<file path="config.mk">
export PLATFORM = sky130hd
export DESIGN_NAME = rcp_parser
export DESIGN_NICKNAME = d
export VERILOG_FILES = /design/src/design/rcp_pkg.sv /design/src/design/rcp_stream_if.sv /design/src/design/rcp_fifo.sv /design/src/design/rcp_parser.sv
export SDC_FILE = /design/constraint.sdc
export NUM_CORES = 1
export LEC_CHECK = 0
export ABC_AREA = 1
export ABC_CLOCK_PERIOD_IN_PS = 2590
export BUFFER_PORTS_ARGS = -buffer_cell sky130_fd_sc_hd__buf_2
export CAP_MARGIN = 40
export CORE_ASPECT_RATIO = 0.5
export CORE_MARGIN = 8
export CORE_UTILIZATION = 50
export CTS_CLUSTER_SIZE = 40
export DETAILED_ROUTE_END_ITERATION = 16
export PLACE_DENSITY = 0.7
export SYNTH_ARGS = -nofsm -noshare
export SYNTH_HDL_FRONTEND = slang
export SYNTH_SLANG_ARGS = --single-unit
</file>
<file path="constraint.sdc">
create_clock -name clk -period 2.59 [get_ports clk]
set_input_delay 0.259 -clock clk [delete_from_list [all_inputs] [get_ports clk]]
set_output_delay 0.259 -clock clk [all_outputs]
set_load 0.005 [all_outputs]
</file>
<file path="src/design/rcp_pkg.sv">
/*
  Shared constants and types for the remote command parser: character
  codes, header keys, buffer sizes, parser states and unit codes.
  Assumes that all users import the whole package.
*/
`default_nettype none
package rcp_pkg;
  // =====================================================
  // buffer shape
  localparam int unsigned FIFO_W = 8;
  localparam int unsigned FIFO_D = 8;

  // =====================================================
  // character codes, 7-bit ascii
  localparam logic [6:0] CH_CR = 7'h0D;
  localparam logic [6:0] CH_LF = 7'h0A;
  localparam logic [6:0] CH_TAB = 7'h09;
  localparam logic [6:0] CH_SPACE = 7'h20;
  localparam logic [6:0] CH_SEMI = 7'h3B;
  localparam logic [6:0] CH_STAR = 7'h2A;
  localparam logic [6:0] CH_QUERY = 7'h3F;
  localparam logic [6:0] CH_COMMA = 7'h2C;
  localparam logic [6:0] CH_PLUS = 7'h2B;
  localparam logic [6:0] CH_MINUS = 7'h2D;
  localparam logic [6:0] CH_DOT = 7'h2E;
  localparam logic [6:0] CH_D0 = 7'h30;
  localparam logic [6:0] CH_D9 = 7'h39;
  localparam logic [6:0] CH_EXP = 7'h45;
  localparam logic [6:0] CH_LC_A = 7'h61;
  localparam logic [6:0] CH_LC_Z = 7'h7A;
  localparam logic [6:0] CH_CASE = 7'h20;

  // =====================================================
  // bus interface messages carried with attention true
  localparam logic [6:0] MSG_GTL = 7'h01;
  localparam logic [6:0] MSG_LLO = 7'h11;

  // =====================================================
  // first four header characters, right aligned, 8 bits each
  localparam logic [31:0] HDR_WAI = 32'h2A57_4149;
  localparam logic [31:0] HDR_OPC = 32'h2A4F_5043;
  localparam logic [31:0] HDR_REMO = 32'h5245_4D4F;
  localparam logic [31:0] HDR_LOCA = 32'h4C4F_4341;
  localparam logic [31:0] HDR_LOCK = 32'h4C4F_434B;
  localparam logic [2:0] HDR_KEEP = 3'h4;
  localparam logic [3:0] UNIT_MAX = 4'h8;

  // =====================================================
  // parser states, gray along run-check-issue-wait
  typedef enum logic [1:0] {
    P_RUN = 2'h0,
    P_CHK = 2'h1,
    P_OUT = 2'h3,
    P_WAIT = 2'h2
  } rcp_state_t;

  typedef enum logic [4:0] {
    U_NONE, U_UV, U_MV, U_V, U_KV, U_UA, U_MA, U_A, U_OHM, U_KOHM, U_MOHM,
    U_CEL, U_FAR, U_PSI, U_MMHG, U_INHG, U_INH2O4C, U_INH2O20C, U_INH2O60F,
    U_CMH2O4C, U_CMH2O20C, U_MMH2O4C, U_MMH2O20C, U_BAR, U_MBAR, U_KPA,
    U_MPA, U_KGCM2
  } rcp_unit_t;

  // upper-case suffix, right aligned, 8 bits per character
  function automatic rcp_unit_t unit_lookup(input logic [63:0] s);
    unique case (s)
      64'h0000_0000_0000_5556: return U_UV;
      64'h0000_0000_0000_4D56: return U_MV;
      64'h0000_0000_0000_0056: return U_V;
      64'h0000_0000_0000_4B56: return U_KV;
      64'h0000_0000_0000_5541: return U_UA;
      64'h0000_0000_0000_4D41: return U_MA;
      64'h0000_0000_0000_0041: return U_A;
      64'h0000_0000_004F_484D: return U_OHM;
      64'h0000_0000_4B4F_484D: return U_KOHM;
      64'h0000_0000_4D4F_484D: return U_MOHM;
      64'h0000_0000_0043_454C: return U_CEL;
      64'h0000_0000_0046_4152: return U_FAR;
      64'h0000_0000_0050_5349: return U_PSI;
      64'h0000_0000_4D4D_4847: return U_MMHG;
      64'h0000_0000_494E_4847: return U_INHG;
      64'h0049_4E48_324F_3443: return U_INH2O4C;
      64'h494E_4832_4F32_3043: return U_INH2O20C;
      64'h494E_4832_4F36_3046: return U_INH2O60F;
      64'h0043_4D48_324F_3443: return U_CMH2O4C;
      64'h434D_4832_4F32_3043: return U_CMH2O20C;
      64'h004D_4D48_324F_3443: return U_MMH2O4C;
      64'h4D4D_4832_4F32_3043: return U_MMH2O20C;
      64'h0000_0000_0042_4152: return U_BAR;
      64'h0000_0000_4D42_4152: return U_MBAR;
      64'h0000_0000_004B_5041: return U_KPA;
      64'h0000_0000_004D_5041: return U_MPA;
      64'h0000_4B47_2F43_4D32: return U_KGCM2;
      default: return U_NONE;
    endcase
  endfunction

  // decimal exponent that a suffix applies to the number
  function automatic logic [3:0] unit_scale(input rcp_unit_t u);
    unique case (u)
      U_UV, U_UA: return 4'hA;
      U_MV, U_MA, U_MBAR: return 4'hD;
      U_KV, U_KOHM, U_KPA: return 4'h3;
      U_MOHM, U_MPA: return 4'h6;
      default: return 4'h0;
    endcase
  endfunction
endpackage
`default_nettype wire

</file>
<file path="src/design/rcp_stream_if.sv">
/*
  Valid/ready character stream between the parser front end, its
  buffer and the parser proper. Assumes one clock for both ends.
*/
`default_nettype none
interface rcp_stream_if #(parameter int unsigned W = 8) ();
  logic valid;
  logic ready;
  logic [W-1:0] data;
  modport src (output valid, output data, input ready);
  modport snk (input valid, input data, output ready);
endinterface
`default_nettype wire

</file>
<file path="src/design/rcp_fifo.sv">
/*
  Flip-flop FIFO with valid/ready on both sides and registered full and
  empty. Assumes the single system clock and synchronous reset.
*/
`default_nettype none
module rcp_fifo #(
  parameter int unsigned W = 8,
  parameter int unsigned D = 8
) (
  input wire logic clk,
  input wire logic sys_rst,
  rcp_stream_if.snk wr,
  rcp_stream_if.src rd
);
  import rcp_pkg::*;
  localparam int unsigned AW = $clog2(D);

  logic [W-1:0] mem_q [D];
  logic [AW-1:0] wp_q, rp_q;
  logic [AW:0] cnt_q;
  logic full_q, empty_q, push, pop;
  logic [AW:0] cnt_d;

  // =====================================================
  // handshakes; full and empty are flops so ready/valid are clean
  assign push = wr.valid & ~full_q;
  assign pop = rd.ready & ~empty_q;
  assign wr.ready = ~full_q;
  assign rd.valid = ~empty_q;
  assign rd.data = mem_q[rp_q];
  assign cnt_d = cnt_q + (AW + 1)'(push) - (AW + 1)'(pop);

  // storage, written at the write index
  always_ff @(posedge clk)
  begin
    if (push)
    begin
      mem_q[wp_q] <= wr.data;
    end
  end

  // pointers and occupancy
  always_ff @(posedge clk)
  begin
    if (sys_rst)
    begin
      wp_q <= '0;
      rp_q <= '0;
      cnt_q <= '0;
      full_q <= 1'b0;
      empty_q <= 1'b1;
    end
    else
    begin
      if (push)
      begin
        wp_q <= (wp_q == AW'(D - 1)) ? '0 : wp_q + 1'b1;
      end
      if (pop)
      begin
        rp_q <= (rp_q == AW'(D - 1)) ? '0 : rp_q + 1'b1;
      end
      cnt_q <= cnt_d;
      full_q <= (cnt_d == (AW + 1)'(D));
      empty_q <= (cnt_d == '0);
    end
  end
endmodule
`default_nettype wire

</file>
<file path="src/design/rcp_parser.sv">
/*
  Remote command parser: takes characters from a serial port or a
  parallel instrument bus, splits lines into commands and hands each
  one, classified, to the executor, save the serial remote, local and
  lockout commands, which it acts on itself. Assumes the executor sits on the
  same clock, answers exp_nparam combinationally from cmd_hdr, and
  raises ovl_busy while any overlapped command still runs.
*/
`default_nettype none
module rcp_parser (
  input wire logic clk,
  input wire logic sys_rst,
  input wire logic if_sel,
  input wire logic ser_valid,
  input wire logic [7:0] ser_data,
  output logic ser_ready,
  input wire logic bus_valid,
  input wire logic [7:0] bus_data,
  input wire logic bus_atn,
  input wire logic bus_eoi,
  output logic bus_ready,
  input wire logic ren_pin,
  output logic cmd_valid,
  input wire logic cmd_ready,
  output logic [31:0] cmd_hdr,
  output logic cmd_common,
  output logic cmd_query,
  output logic [2:0] cmd_nparam,
  output rcp_pkg::rcp_unit_t cmd_unit,
  output logic [3:0] cmd_scale,
  input wire logic [2:0] exp_nparam,
  output logic cmd_err,
  input wire logic ovl_busy,
  output logic opc_done,
  output logic remote,
  output logic lockout
);
  import rcp_pkg::*;

  rcp_stream_if #(.W(FIFO_W)) fin ();
  rcp_stream_if #(.W(FIFO_W)) fout ();

  logic stg_v_q, ser_rdy_q, bus_rdy_q, stg_v_d;
  logic [7:0] stg_q;
  logic ser_take, bus_take, msg_take, txt_take, end_f;
  logic [6:0] raw_c, up_c, c;
  rcp_state_t st_q;
  logic pend_q, any_q, hdr_done_q, com_q, par_empty_q, comma_q, num_q;
  logic null_q, uerr_q, qry_q, err_q, cval_q, opc_pend_q, opc_q;
  logic [2:0] hlen_q, npar_q;
  logic [6:0] hlast_q;
  logic [31:0] hdr_q;
  logic [63:0] unit_q;
  logic [3:0] ulen_q, scale_q;
  rcp_unit_t usel_q, ulook;
  logic pop_ok, take_c, is_sep, is_sp, close_now, absorb, in_hdr, comma;
  logic pchar, numc, pclose, ubad, seg_clr, sonly, bad, is_wai;
  logic ren_s1_q, ren_s2_q, ren_s3_q, ren_q, remote_q, lockout_q;

  // =====================================================
  // input stage: one character held until the buffer takes it
  assign ser_take = ser_valid & ser_rdy_q;
  assign bus_take = bus_valid & bus_rdy_q;
  assign msg_take = bus_take & bus_atn;
  assign txt_take = ser_take | (bus_take & ~bus_atn);
  assign raw_c = if_sel ? bus_data[6:0] : ser_data[6:0];
  assign up_c = (raw_c >= CH_LC_A && raw_c <= CH_LC_Z) ? raw_c - CH_CASE : raw_c;
  assign end_f = (raw_c == CH_CR) | (if_sel ? bus_eoi : (raw_c == CH_LF));
  assign stg_v_d = txt_take | (stg_v_q & ~fin.ready);
  assign fin.valid = stg_v_q;
  assign fin.data = stg_q;

  // ready only with an empty stage, so take and drain never collide
  always_ff @(posedge clk)
  begin
    if (sys_rst)
    begin
      stg_v_q <= 1'b0;
      ser_rdy_q <= 1'b0;
      bus_rdy_q <= 1'b0;
    end
    else
    begin
      stg_v_q <= stg_v_d;
      ser_rdy_q <= ~stg_v_d & ~if_sel;
      bus_rdy_q <= ~stg_v_d & if_sel;
    end
  end

  // stage data: end-of-message flag over the folded character
  always_ff @(posedge clk)
  begin
    if (txt_take)
    begin
      stg_q <= {end_f, up_c};
    end
  end

  rcp_fifo #(.W(FIFO_W), .D(FIFO_D)) u_fifo (
    .clk(clk),
    .sys_rst(sys_rst),
    .wr(fin),
    .rd(fout)
  );

  // =====================================================
  // character decode; popping stops outside run so the buffer fills
  assign pop_ok = (st_q == P_RUN) & ~pend_q;
  assign fout.ready = pop_ok;
  assign take_c = fout.valid & pop_ok;
  assign c = fout.data[6:0];
  assign is_sep = (c == CH_SEMI) | (c == CH_CR) | (c == CH_LF);
  assign is_sp = (c == CH_SPACE) | (c == CH_TAB);
  assign close_now = (st_q == P_RUN) & (pend_q | (take_c & is_sep));
  assign absorb = take_c & ~is_sep & ~is_sp;
  assign in_hdr = ~hdr_done_q;
  assign comma = absorb & ~in_hdr & (c == CH_COMMA);
  assign pchar = absorb & ~in_hdr & ~comma;
  assign numc = ((c >= CH_D0) && (c <= CH_D9)) | (c == CH_PLUS) | (c == CH_MINUS)
              | (c == CH_DOT) | ((c == CH_EXP) & num_q);
  assign pclose = comma | (close_now & any_q);
  assign ulook = unit_lookup(unit_q);
  assign ubad = num_q & (ulen_q != '0) & ((ulen_q > UNIT_MAX) | (ulook == U_NONE));
  assign sonly = ~com_q & ((hdr_q == HDR_REMO) | (hdr_q == HDR_LOCA) | (hdr_q == HDR_LOCK));
  assign bad = null_q | uerr_q | (npar_q != exp_nparam) | (sonly & if_sel);
  assign is_wai = com_q & (hdr_q == HDR_WAI);
  // segment state is dropped on empty segments, errors, local
  // commands and accepted commands
  assign seg_clr = (close_now & ~any_q) | ((st_q == P_CHK) & (bad | sonly))
                 | ((st_q == P_OUT) & cmd_ready);

  // =====================================================
  // segment collection: header, parameters, unit suffix
  always_ff @(posedge clk)
  begin
    if (sys_rst || seg_clr)
    begin
      any_q <= 1'b0;
      hdr_done_q <= 1'b0;
      com_q <= 1'b0;
      hlen_q <= '0;
      hdr_q <= '0;
      hlast_q <= '0;
      npar_q <= '0;
      par_empty_q <= 1'b1;
      comma_q <= 1'b0;
      num_q <= 1'b0;
      null_q <= 1'b0;
      uerr_q <= 1'b0;
      unit_q <= '0;
      ulen_q <= '0;
      usel_q <= U_NONE;
      scale_q <= '0;
    end
    else
    begin
      if (absorb)
      begin
        any_q <= 1'b1;
      end
      if (absorb & in_hdr)
      begin
        if (~any_q && c == CH_STAR)
        begin
          com_q <= 1'b1;
        end
        if (hlen_q != HDR_KEEP)
        begin
          hdr_q <= {hdr_q[23:0], 1'b0, c};
          hlen_q <= hlen_q + 1'b1;
        end
        hlast_q <= c;
      end
      if (take_c & is_sp & any_q)
      begin
        hdr_done_q <= 1'b1;
      end
      if (comma)
      begin
        comma_q <= 1'b1;
        if (par_empty_q)
        begin
          null_q <= 1'b1;
        end
      end
      if (close_now & any_q & comma_q & par_empty_q)
      begin
        null_q <= 1'b1; // trailing comma is a null parameter
      end
      if (pchar)
      begin
        if (par_empty_q)
        begin
          par_empty_q <= 1'b0;
          comma_q <= 1'b0;
          npar_q <= (npar_q == 3'h7) ? npar_q : npar_q + 1'b1;
        end
        if (numc && ulen_q == '0)
        begin
          num_q <= 1'b1;
        end
        else
        begin
          unit_q <= {unit_q[55:0], 1'b0, c};
          ulen_q <= (ulen_q > UNIT_MAX) ? ulen_q : ulen_q + 1'b1;
        end
      end
      if (pclose)
      begin
        if (ubad)
        begin
          uerr_q <= 1'b1;
        end
        else if (num_q && ulen_q != '0)
        begin
          usel_q <= ulook;
          scale_q <= unit_scale(ulook);
        end
        unit_q <= '0;
        ulen_q <= '0;
        num_q <= 1'b0;
        par_empty_q <= 1'b1;
      end
    end
  end

  // =====================================================
  // sequencer: one command at a time, in line order
  always_ff @(posedge clk)
  begin
    if (sys_rst)
    begin
      st_q <= P_RUN;
      pend_q <= 1'b0;
      cval_q <= 1'b0;
      err_q <= 1'b0;
      qry_q <= 1'b0;
    end
    else
    begin
      err_q <= 1'b0;
      unique case (st_q)
        P_RUN:
        begin
          // a character carrying the end flag closes after it is kept
          pend_q <= take_c & ~is_sep & fout.data[7];
          if (close_now & any_q)
          begin
            st_q <= P_CHK;
          end
        end
        P_CHK:
        begin
          if (bad)
          begin
            err_q <= 1'b1;
            st_q <= P_RUN;
          end
          else if (sonly)
          begin
            st_q <= P_RUN;
          end
          else
          begin
            qry_q <= (hlast_q == CH_QUERY);
            cval_q <= 1'b1;
            st_q <= P_OUT;
          end
        end
        P_OUT:
        begin
          // held until the executor takes it; overlapped work does
          // not stall here, only the wait command does
          if (cmd_ready)
          begin
            cval_q <= 1'b0;
            st_q <= is_wai ? P_WAIT : P_RUN;
          end
        end
        P_WAIT:
        begin
          if (~ovl_busy)
          begin
            st_q <= P_RUN;
          end
        end
      endcase
    end
  end

  // =====================================================
  // operation complete: one pulse once overlapped work drains
  always_ff @(posedge clk)
  begin
    if (sys_rst)
    begin
      opc_pend_q <= 1'b0;
      opc_q <= 1'b0;
    end
    else
    begin
      opc_q <= opc_pend_q & ~ovl_busy;
      if ((st_q == P_OUT) && cmd_ready && com_q && hdr_q == HDR_OPC)
      begin
        opc_pend_q <= 1'b1; // a new request wins over the clear
      end
      else if (~ovl_busy)
      begin
        opc_pend_q <= 1'b0;
      end
    end
  end

  // =====================================================
  // remote state: REN and bus messages, or serial text commands
  always_ff @(posedge clk)
  begin
    if (sys_rst)
    begin
      ren_s1_q <= 1'b0;
      ren_s2_q <= 1'b0;
      ren_s3_q <= 1'b0;
      ren_q <= 1'b0;
    end
    else
    begin
      ren_s1_q <= ren_pin;
      ren_s2_q <= ren_s1_q;
      ren_s3_q <= ren_s2_q;
      if (ren_s2_q == ren_s3_q)
      begin
        ren_q <= ren_s3_q; // glitch shorter than a clock is ignored
      end
    end
  end

  always_ff @(posedge clk)
  begin
    if (sys_rst)
    begin
      remote_q <= 1'b0;
      lockout_q <= 1'b0;
    end
    else if (if_sel)
    begin
      if ((ren_s2_q == ren_s3_q) && ren_s3_q && !ren_q)
      begin
        remote_q <= 1'b1;
      end
      else if ((ren_s2_q == ren_s3_q) && !ren_s3_q && ren_q)
      begin
        remote_q <= 1'b0;
        lockout_q <= 1'b0;
      end
      else if (msg_take && bus_data[6:0] == MSG_GTL)
      begin
        remote_q <= 1'b0;
      end
      else if (msg_take && bus_data[6:0] == MSG_LLO)
      begin
        lockout_q <= 1'b1;
      end
    end
    else if ((st_q == P_CHK) && !bad && sonly)
    begin
      remote_q <= (hdr_q == HDR_REMO) ? 1'b1 : (hdr_q == HDR_LOCA) ? 1'b0 : remote_q;
      lockout_q <= lockout_q | (hdr_q == HDR_LOCK);
    end
  end

  // =====================================================
  // outputs, all straight from flops
  assign ser_ready = ser_rdy_q;
  assign bus_ready = bus_rdy_q;
  assign cmd_valid = cval_q;
  assign cmd_hdr = hdr_q;
  assign cmd_common = com_q;
  assign cmd_query = qry_q;
  assign cmd_nparam = npar_q;
  assign cmd_unit = usel_q;
  assign cmd_scale = scale_q;
  assign cmd_err = err_q;
  assign opc_done = opc_q;
  assign remote = remote_q;
  assign lockout = lockout_q;
endmodule
`default_nettype wire

</file>
After elaboration in Yosys (flattened, before gate mapping)
Memory sizes are Yosys's and may differ from the RTL's. A register that Yosys moved wholly into a read port is not among the register bits.
Cells that the tools add are included.
{"block": "word_totals", "elab_cells": 285, "rom_bits": 128, "register_bits": 151, "mem_count": 2, "mem_bits_rw": 64}
{"block": "op_classes", "order_cmp": 5, "n_mux": 43, "eq_ne": 68, "add_sub_neg": 8, "reduce_logical": 46, "n_bitwise": 76}
{"memory": "(no name shown)", "depth": 32, "word_bits": 4, "read_ports": 1, "rd_ports_with_merged_regs": 1, "wr": 0, "line": "rcp_pkg.sv:100", "rtl": "unique case (u)"}
{"memory": "u_fifo.mem_q", "depth": 8, "word_bits": 8, "read_ports": 1, "rd_ports_with_merged_regs": 1, "wr": 1, "line": "rcp_fifo.sv:18", "rtl": "logic [W-1:0] mem_q [D];"}
{"op": "56-bit by 21-bit == test with 1-bit output (second input constant)", "n": 7}
{"op": "56-bit by 14-bit == test with 1-bit output (second input constant)", "n": 5}
{"op": "56-bit by 28-bit == test with 1-bit output (second input constant)", "n": 5}
{"op": "56-bit == test (second input constant)", "n": 4}
{"op": "56-bit by 49-bit == test with 1-bit output (second input constant)", "n": 3}
{"op": "5-bit one-hot mux with 27 select lines", "n": 1}
{"op": "56-bit by 7-bit == test with 1-bit output (second input constant)", "n": 2}
{"op": "28-bit == test (second input constant)", "n": 3}
{"op": "28-bit by 27-bit == test with 1-bit output (second input constant)", "n": 2}
{"op": "56-bit by 42-bit == test with 1-bit output (second input constant)", "n": 1}
{"op": "7-bit by 6-bit == test with 1-bit output (second input constant)", "n": 8}
{"op": "7-bit by 4-bit == test with 1-bit output (second input constant)", "n": 5}
{"op": "1-bit bitwise AND", "n": 34}
{"op": "1-bit 2-to-1 mux", "n": 28}
{"op": "1-bit bitwise OR", "n": 22}
{"op": "1-bit NOT", "n": 20}
{"op": "3-bit AND reduction", "n": 6}
{"op": "1-bit logical AND", "n": 16}
{"op": "7-bit 2-to-1 mux", "n": 2}
{"op": "3-bit by 1-bit adder with 3-bit output (second input constant)", "n": 4}
{"op": "2-bit 2-to-1 mux", "n": 6}
{"op": "3-bit 2-to-1 mux", "n": 4}
{"op": "2-bit AND reduction", "n": 6}
{"op": "2-bit != test (second input constant)", "n": 5}
{"op": "34 further kinds", "n": 47}

Depth between registers and ports, before layout
{"block": "logic_depth", "word_depth": 12, "depth_mapped": 22, "depth_no_buf": 21}

By module
A second synthesis with hierarchy kept.
{"block": "hier_totals", "cells_unflattened": 1821, "hier_area_um2": 12415.7}
{"module": "rcp_parser", "area_per_inst_um2": 9116.2, "seq_area_each_um2": 2942.8, "instances": 1, "cells_each": 1513}
{"module": "rcp_fifo", "area_per_inst_um2": 3299.4, "seq_area_each_um2": 2222.1, "instances": 1, "cells_each": 308}

Worst setup path before layout
Ideal clock, no wire load.
{"block": "synth_timing", "path_kind": "flip-flop to flip-flop", "startpoint": "register unit_q[57]", "endpoint": "register scale_q[2] (netlist: cmd_scale[2])", "arrival_time_ns": 2.621, "stages_incl_launch_ff": 23, "setup_slack_ns": -0.146, "n_path_buf": 3, "setup_ns": 0.115, "required_ns": 2.475, "period_less_slack_ns": 2.736, "cell_sequence": "dfxtp_1 nor2_1 nand2_1 nor2_2 inv_1 nor2_4 buf_2 buf_2 nand4_1 nand2_1 nor2_1 o2111ai_1 a21oi_1 ha_1 inv_1 nor2_1 nand2_1 nand2_2 nor2_4 buf_4 nand3_1 nand2_1 nor2_1"}
{"block": "synth_via", "elab_chain_len": 7, "elab_cells_between_ends": 33, "cone_classes": "eq/ne: 27; mux: 1; bitwise: 3; reduce/logical: 2"}
{"item": "start: declaration", "line": "rcp_parser.sv:53", "rtl": "logic [63:0] unit_q;"}
{"item": "start signal: assignment", "line": "rcp_parser.sv:204", "rtl": "unit_q <= {unit_q[55:0], 1'b0, c};"}
{"item": "56-bit by 42-bit == test with 1-bit output (tied with other cells)", "line": "rcp_pkg.sv:66", "rtl": "unique case (s)"}
{"item": "5-bit one-hot mux with 27 select lines *", "line": "rcp_pkg.sv:66"}
{"item": "5-bit zero test", "line": "rcp_parser.sv:123", "rtl": "assign ubad = num_q & (ulen_q != '0) & ((ulen_q > UNIT_MAX) | (ulook == U_NONE));"}
{"item": "1-bit bitwise OR", "line": "rcp_parser.sv:123"}
{"item": "1-bit bitwise AND", "line": "rcp_parser.sv:123"}
{"item": "1-bit NOT (no source line)"}
{"item": "3-bit AND reduction (no source line)"}
{"item": "end: declaration", "line": "rcp_parser.sv:54", "rtl": "logic [3:0] ulen_q, scale_q;"}
Every way passes the cells marked *; elsewhere a longest branch is shown, timed or not.
A chain may end at the register's enable or synchronous reset.

==> results <==
- The run finished, with violations left.
- The checks that failed: negative setup slack.
- The internal power of the cells is 8850 µW.
- The largest buffer count on any clock path is 3.
- The met3 wirelength from detailed routing is 3.71 mm.
- The synthesis-to-layout area growth is 46.2%.
- The clock tree from TritonCTS is yes.
- The worst ir drop on vdd is between 0.6 and 0.7 mV.
- The initial core utilization is 50.3%.
- The highest routed metal layer is met4.
- For this run, the post-layout net count is roughly 2.3k.
- The Yosys step of the flow raised 0 warnings.
- The total number of clock tree sinks is 222.
- The floorplan has between 40 and 50 rows.
- Entering global routing, the biggest net connects 57 pins.
- The die extent in y is 128 µm.
- The share of the clock period used by the worst path is 104%.
- The share of final-layout standard cells stronger than drive strength 1 is 36.4%.
- The weighted congestion reported at the end of routability-driven placement is ~1.
- After legalization and detailed placement, the total HPWL measured approximately 27 mm.
- The slew of the pin with the lowest slew margin is around 0.55 ns.
- In this run, the combinational gates consume about 47% of the power.
- The number of clock buffers added by TritonCTS is 22.
- Across every metal layer, demand over resource in global routing totals 23.4%.
- The clock group share of total power is 23.5%.
- The share of the yosys chip area belonging to registers is 41.3%.
- The first-pass GRT wire length is 59.7 mm.
- The number of top-level pins is 82.
- The cell chosen for the clock root is clkbuf_16.
- The slack of the critical path is -0.114 ns.
- The final core area utilization is 73.6%.
- The highest achievable clock rate is 0.370 GHz.
- The reported net switching power is 5660 µW.
- The worst slew slack as a fraction of its limit is between 60% and 70%.
- The number of antenna violations at the first check in global routing is 0.
- The peak fanout along the critical path is 8.
- The final layout contains routed wiring with a total length of 43.2 mm.
- By area the synthesized netlist is led by dfxtp_1 24%, edfxtp_1 17%, nor2_1 14%.
- Data on the critical path is required at its endpoint by 3.01 ns.
- After clock tree synthesis, the clock-pin slew on the worst setup and hold paths is 0.07 ns.
- The DRC violation count after routing is 0.
- The routed layout has ~14k vias.
- The post-synthesis area per instance is about 6.7 µm².
- The number of global-route vias before repair is 12.3k.
- CTS built an H-tree with a depth of 1.
- The number of library cell types mapped by synthesis is slightly above 50.
- The most instantiated flip-flop cell in the synthesis netlist is dfxtp_1.
- For the final database, setup skew stands at around 0.035 ns.
- The switching share of total power is 39.0%.
- The worst hold slack after final layout is 0.0233 ns.
- After synthesis the netlist holds a flip-flop and latch count of 222.
- The time the worst path needs with I/O delays and setup is about 2.7 ns.
- The number of standard cells after synthesis is 1868.
- The remaining antenna violation count after routing is 0.
- Yosys instantiated no cell more often than nor2_1.
- Traced cell by cell, the critical path runs through clkbuf_16, nor2_1, nor2_1, o21ai_0, nand3_1, nand2_2, inv_1, nor2_4, nand2_1, nand2_2, nor2_4, nand2_2, nor2_4, nand2_8, buf_12, buf_4, o21ai_2, nor2_1.
- Summed over all layers, the global routing overflow is 0.
- The mapped netlist covers 0.0125 mm².
- The endpoint type of the worst setup path is a register.
- The number of flops mapped to enable cells by yosys is 72.
- The count of max-cap constraint violations is 0.
- The synthesized design devotes to its leading area cell type 24.0% of total area.
- In this run the static leakage power is 0.00813 µW.
- For the worst-skew pair, the clock arrives at the later sink with an insertion delay of 0.56 ns.
- For this run, asynchronously set or reset flops after synthesis account for 0%.
- The number of I/O port buffers is 75.
- Setup violations remaining at the end of the flow were counted as 67.
- The diode insertion count for antenna repair is 0.
- Setup repair after global routing could not meet its margin everywhere.
- For this run, the number of standard cells in the final layout without fillers is 2619.
- The area of the core region is between 0.02 and 0.025 mm².
- The routed design uses 20.4 mm of met2 wire.
- The worst hold-check path type is in -> reg.
- For this block, the initial DRC count from the detailed router was 1241.
- Power spread over the standard cell area amounts to between 700 and 800 mW/mm².
- Prior to clock tree synthesis, the placed netlist has a worst setup slack of -0.195 ns.
- Data on the critical path arrives at its endpoint at 3.13 ns.
- The most area-hungry cell type in the Yosys netlist is dfxtp_1.
- The number of optimization iterations in the first detailed-route pass is 6.
- The count of final hold-check violations came to 0.
- The wire length per cell after detailed routing is 16.5 µm.
- Measured along the x axis, the die boundary spans approximately 240 µm.
- The met1 routed wirelength after detailed routing is 17.5 mm.
- The commonest cells after synthesis are 467 x nor2_1, 447 x nand2_1, 207 x inv_1, 150 x dfxtp_1, 115 x nand3_1.
- The largest stage delay on the critical path is 0.48 ns.
- The proportion of power drawn by flip-flops and latches is ~30%.
- The slowest stage of the critical path belongs to the cell dfxtp_4.
- The kind of start point of the critical path is a register.
- The worst setup path category is reg -> reg.
- The per-cell via count in the routed design is between 5 and 6.
- The final-report max-slew violation count is 0.
- The count of placed standard cells including taps is 2504.
- The floorplan step defined a die boundary enclosing approximately 0.03 mm².
routing by layer:
metal	vias up	track usage [%]
met5	-	0
met1	6465	30.4
met2	626	39.7
li1	6753	-
met3	158	4.08
met4	0	7.00
metrics by stage:
stage | cell area [µm²] | power, µW | setup TNS [ns]
floorplan | 12500 | 6810 | 0
global placement | 15100 | 8520 | -1.12
detailed placement | 15100 | 8590 | -1.84
CTS | 16300 | 12000 | 0
global route | 18300 | 15200 | -19.45
finish | 18300 | 14500 | -3.62
layout by cell type, fill, tap and decap left out, types with 8 or more instances in the layout:
cell type	n
a21oi_1	60
buf_12	14
buf_2	75
buf_4	280
buf_6	26
clkbuf_16	41
dfxtp_1	117
dfxtp_2	25
dfxtp_4	8
edfxtp_1	72
ha_1	19
inv_1	196
inv_2	11
nand2_1	384
nand2_2	60
nand2_4	11
nand3_1	93
nand3_2	25
nand4_1	25
nor2_1	345
nor2_2	76
nor2_4	55
nor3_1	25
o21ai_0	32
o21ai_1	23
o21ai_2	63
registers in the layout, indices dropped and copies added (netlist names), 2 cells and up, named ones only:
register,count
unit_q,56
hlen_q,3
u_fifo.mem_q,64
hlast_q,7
cmd_hdr,28
fin.data,8
cmd_scale,4
u_fifo.rp_q,3
u_fifo.cnt_q,4
u_fifo.wp_q,3
cmd_unit,5
cmd_nparam,3
ulen_q,4
st_q,2
worst max-delay path, delay by kind of cell (launching register included):
kind	cells	cell delay, ns
AOI/OAI and AO/OA	2	0.25
buffers and inverters	4	0.64
DFF	1	0.48
and+or+nand+nor	12	1.18
final cells by class:
| cell class | instances | area (µm²) |
|---|---|---|
| Tap cell | 344 | 430 |
| Fill cell | 1841 | 6570 |
| Clock inverter | 17 | 211 |
| Timing Repair Buffer | 422 | 3640 |
| Sequential cell | 222 | 5230 |
| Clock buffer | 23 | 554 |
| Inverter | 214 | 843 |
| Multi-Input combinational cell | 1377 | 7410 |
cell families after synthesis:
kind of cell             after synthesis  share of synthesized area [%]
multiplexers                           1                         0.0799
buffers and inverters                272                           9.39
AO/OA/AOI/OAI                        215                           9.30
other                                  1                         0.0300
XOR/XNOR                               5                          0.350
flip-flops                           222                           41.3
adder cells (fa/ha/maj)               21                           2.16
AND/OR/NAND/NOR                     1131                           37.4
power groups by stage:
stage | Clock (µW) | Sequential, µW | Combinational [µW]
2_1_floorplan | 0 | 4180 | 2630
3_3_place_gp | 0 | 4250 | 4270
4_1_cts | 3440 | 4180 | 4410
5_1_grt | 3580 | 4310 | 7270
3_5_place_dp | 0 | 4250 | 4340
6_report | 3420 | 4280 | 6820
path summary, 6_finish.rpt:
kind / startpoint / endpoint / slack [ns] / depth (start not counted)
min reg2reg: ren_s1_q / ren_s2_q / 0.41 / 2
max: register / unit_q[61] / -0.11 / 18
min: sys_rst / u_fifo.cnt_q[1] / 0.02 / 2
max reg2reg: register / unit_q[61] / -0.11 / 18
repair_timing:
| item | CTS | global route |
|---|---|---|
| cloned | 0 | 26 |
| gates resized for setup | 110 | 401 |
| setup buffers | 19 | 29 |
| hold buffers | 2 | 0 |
| endpoints found under the hold margin | 2 | 0 |
| endpoints found under the setup margin | 69 | 117 |
| pin swaps | 27 | 72 |
(Power assumes the default switching activity.)
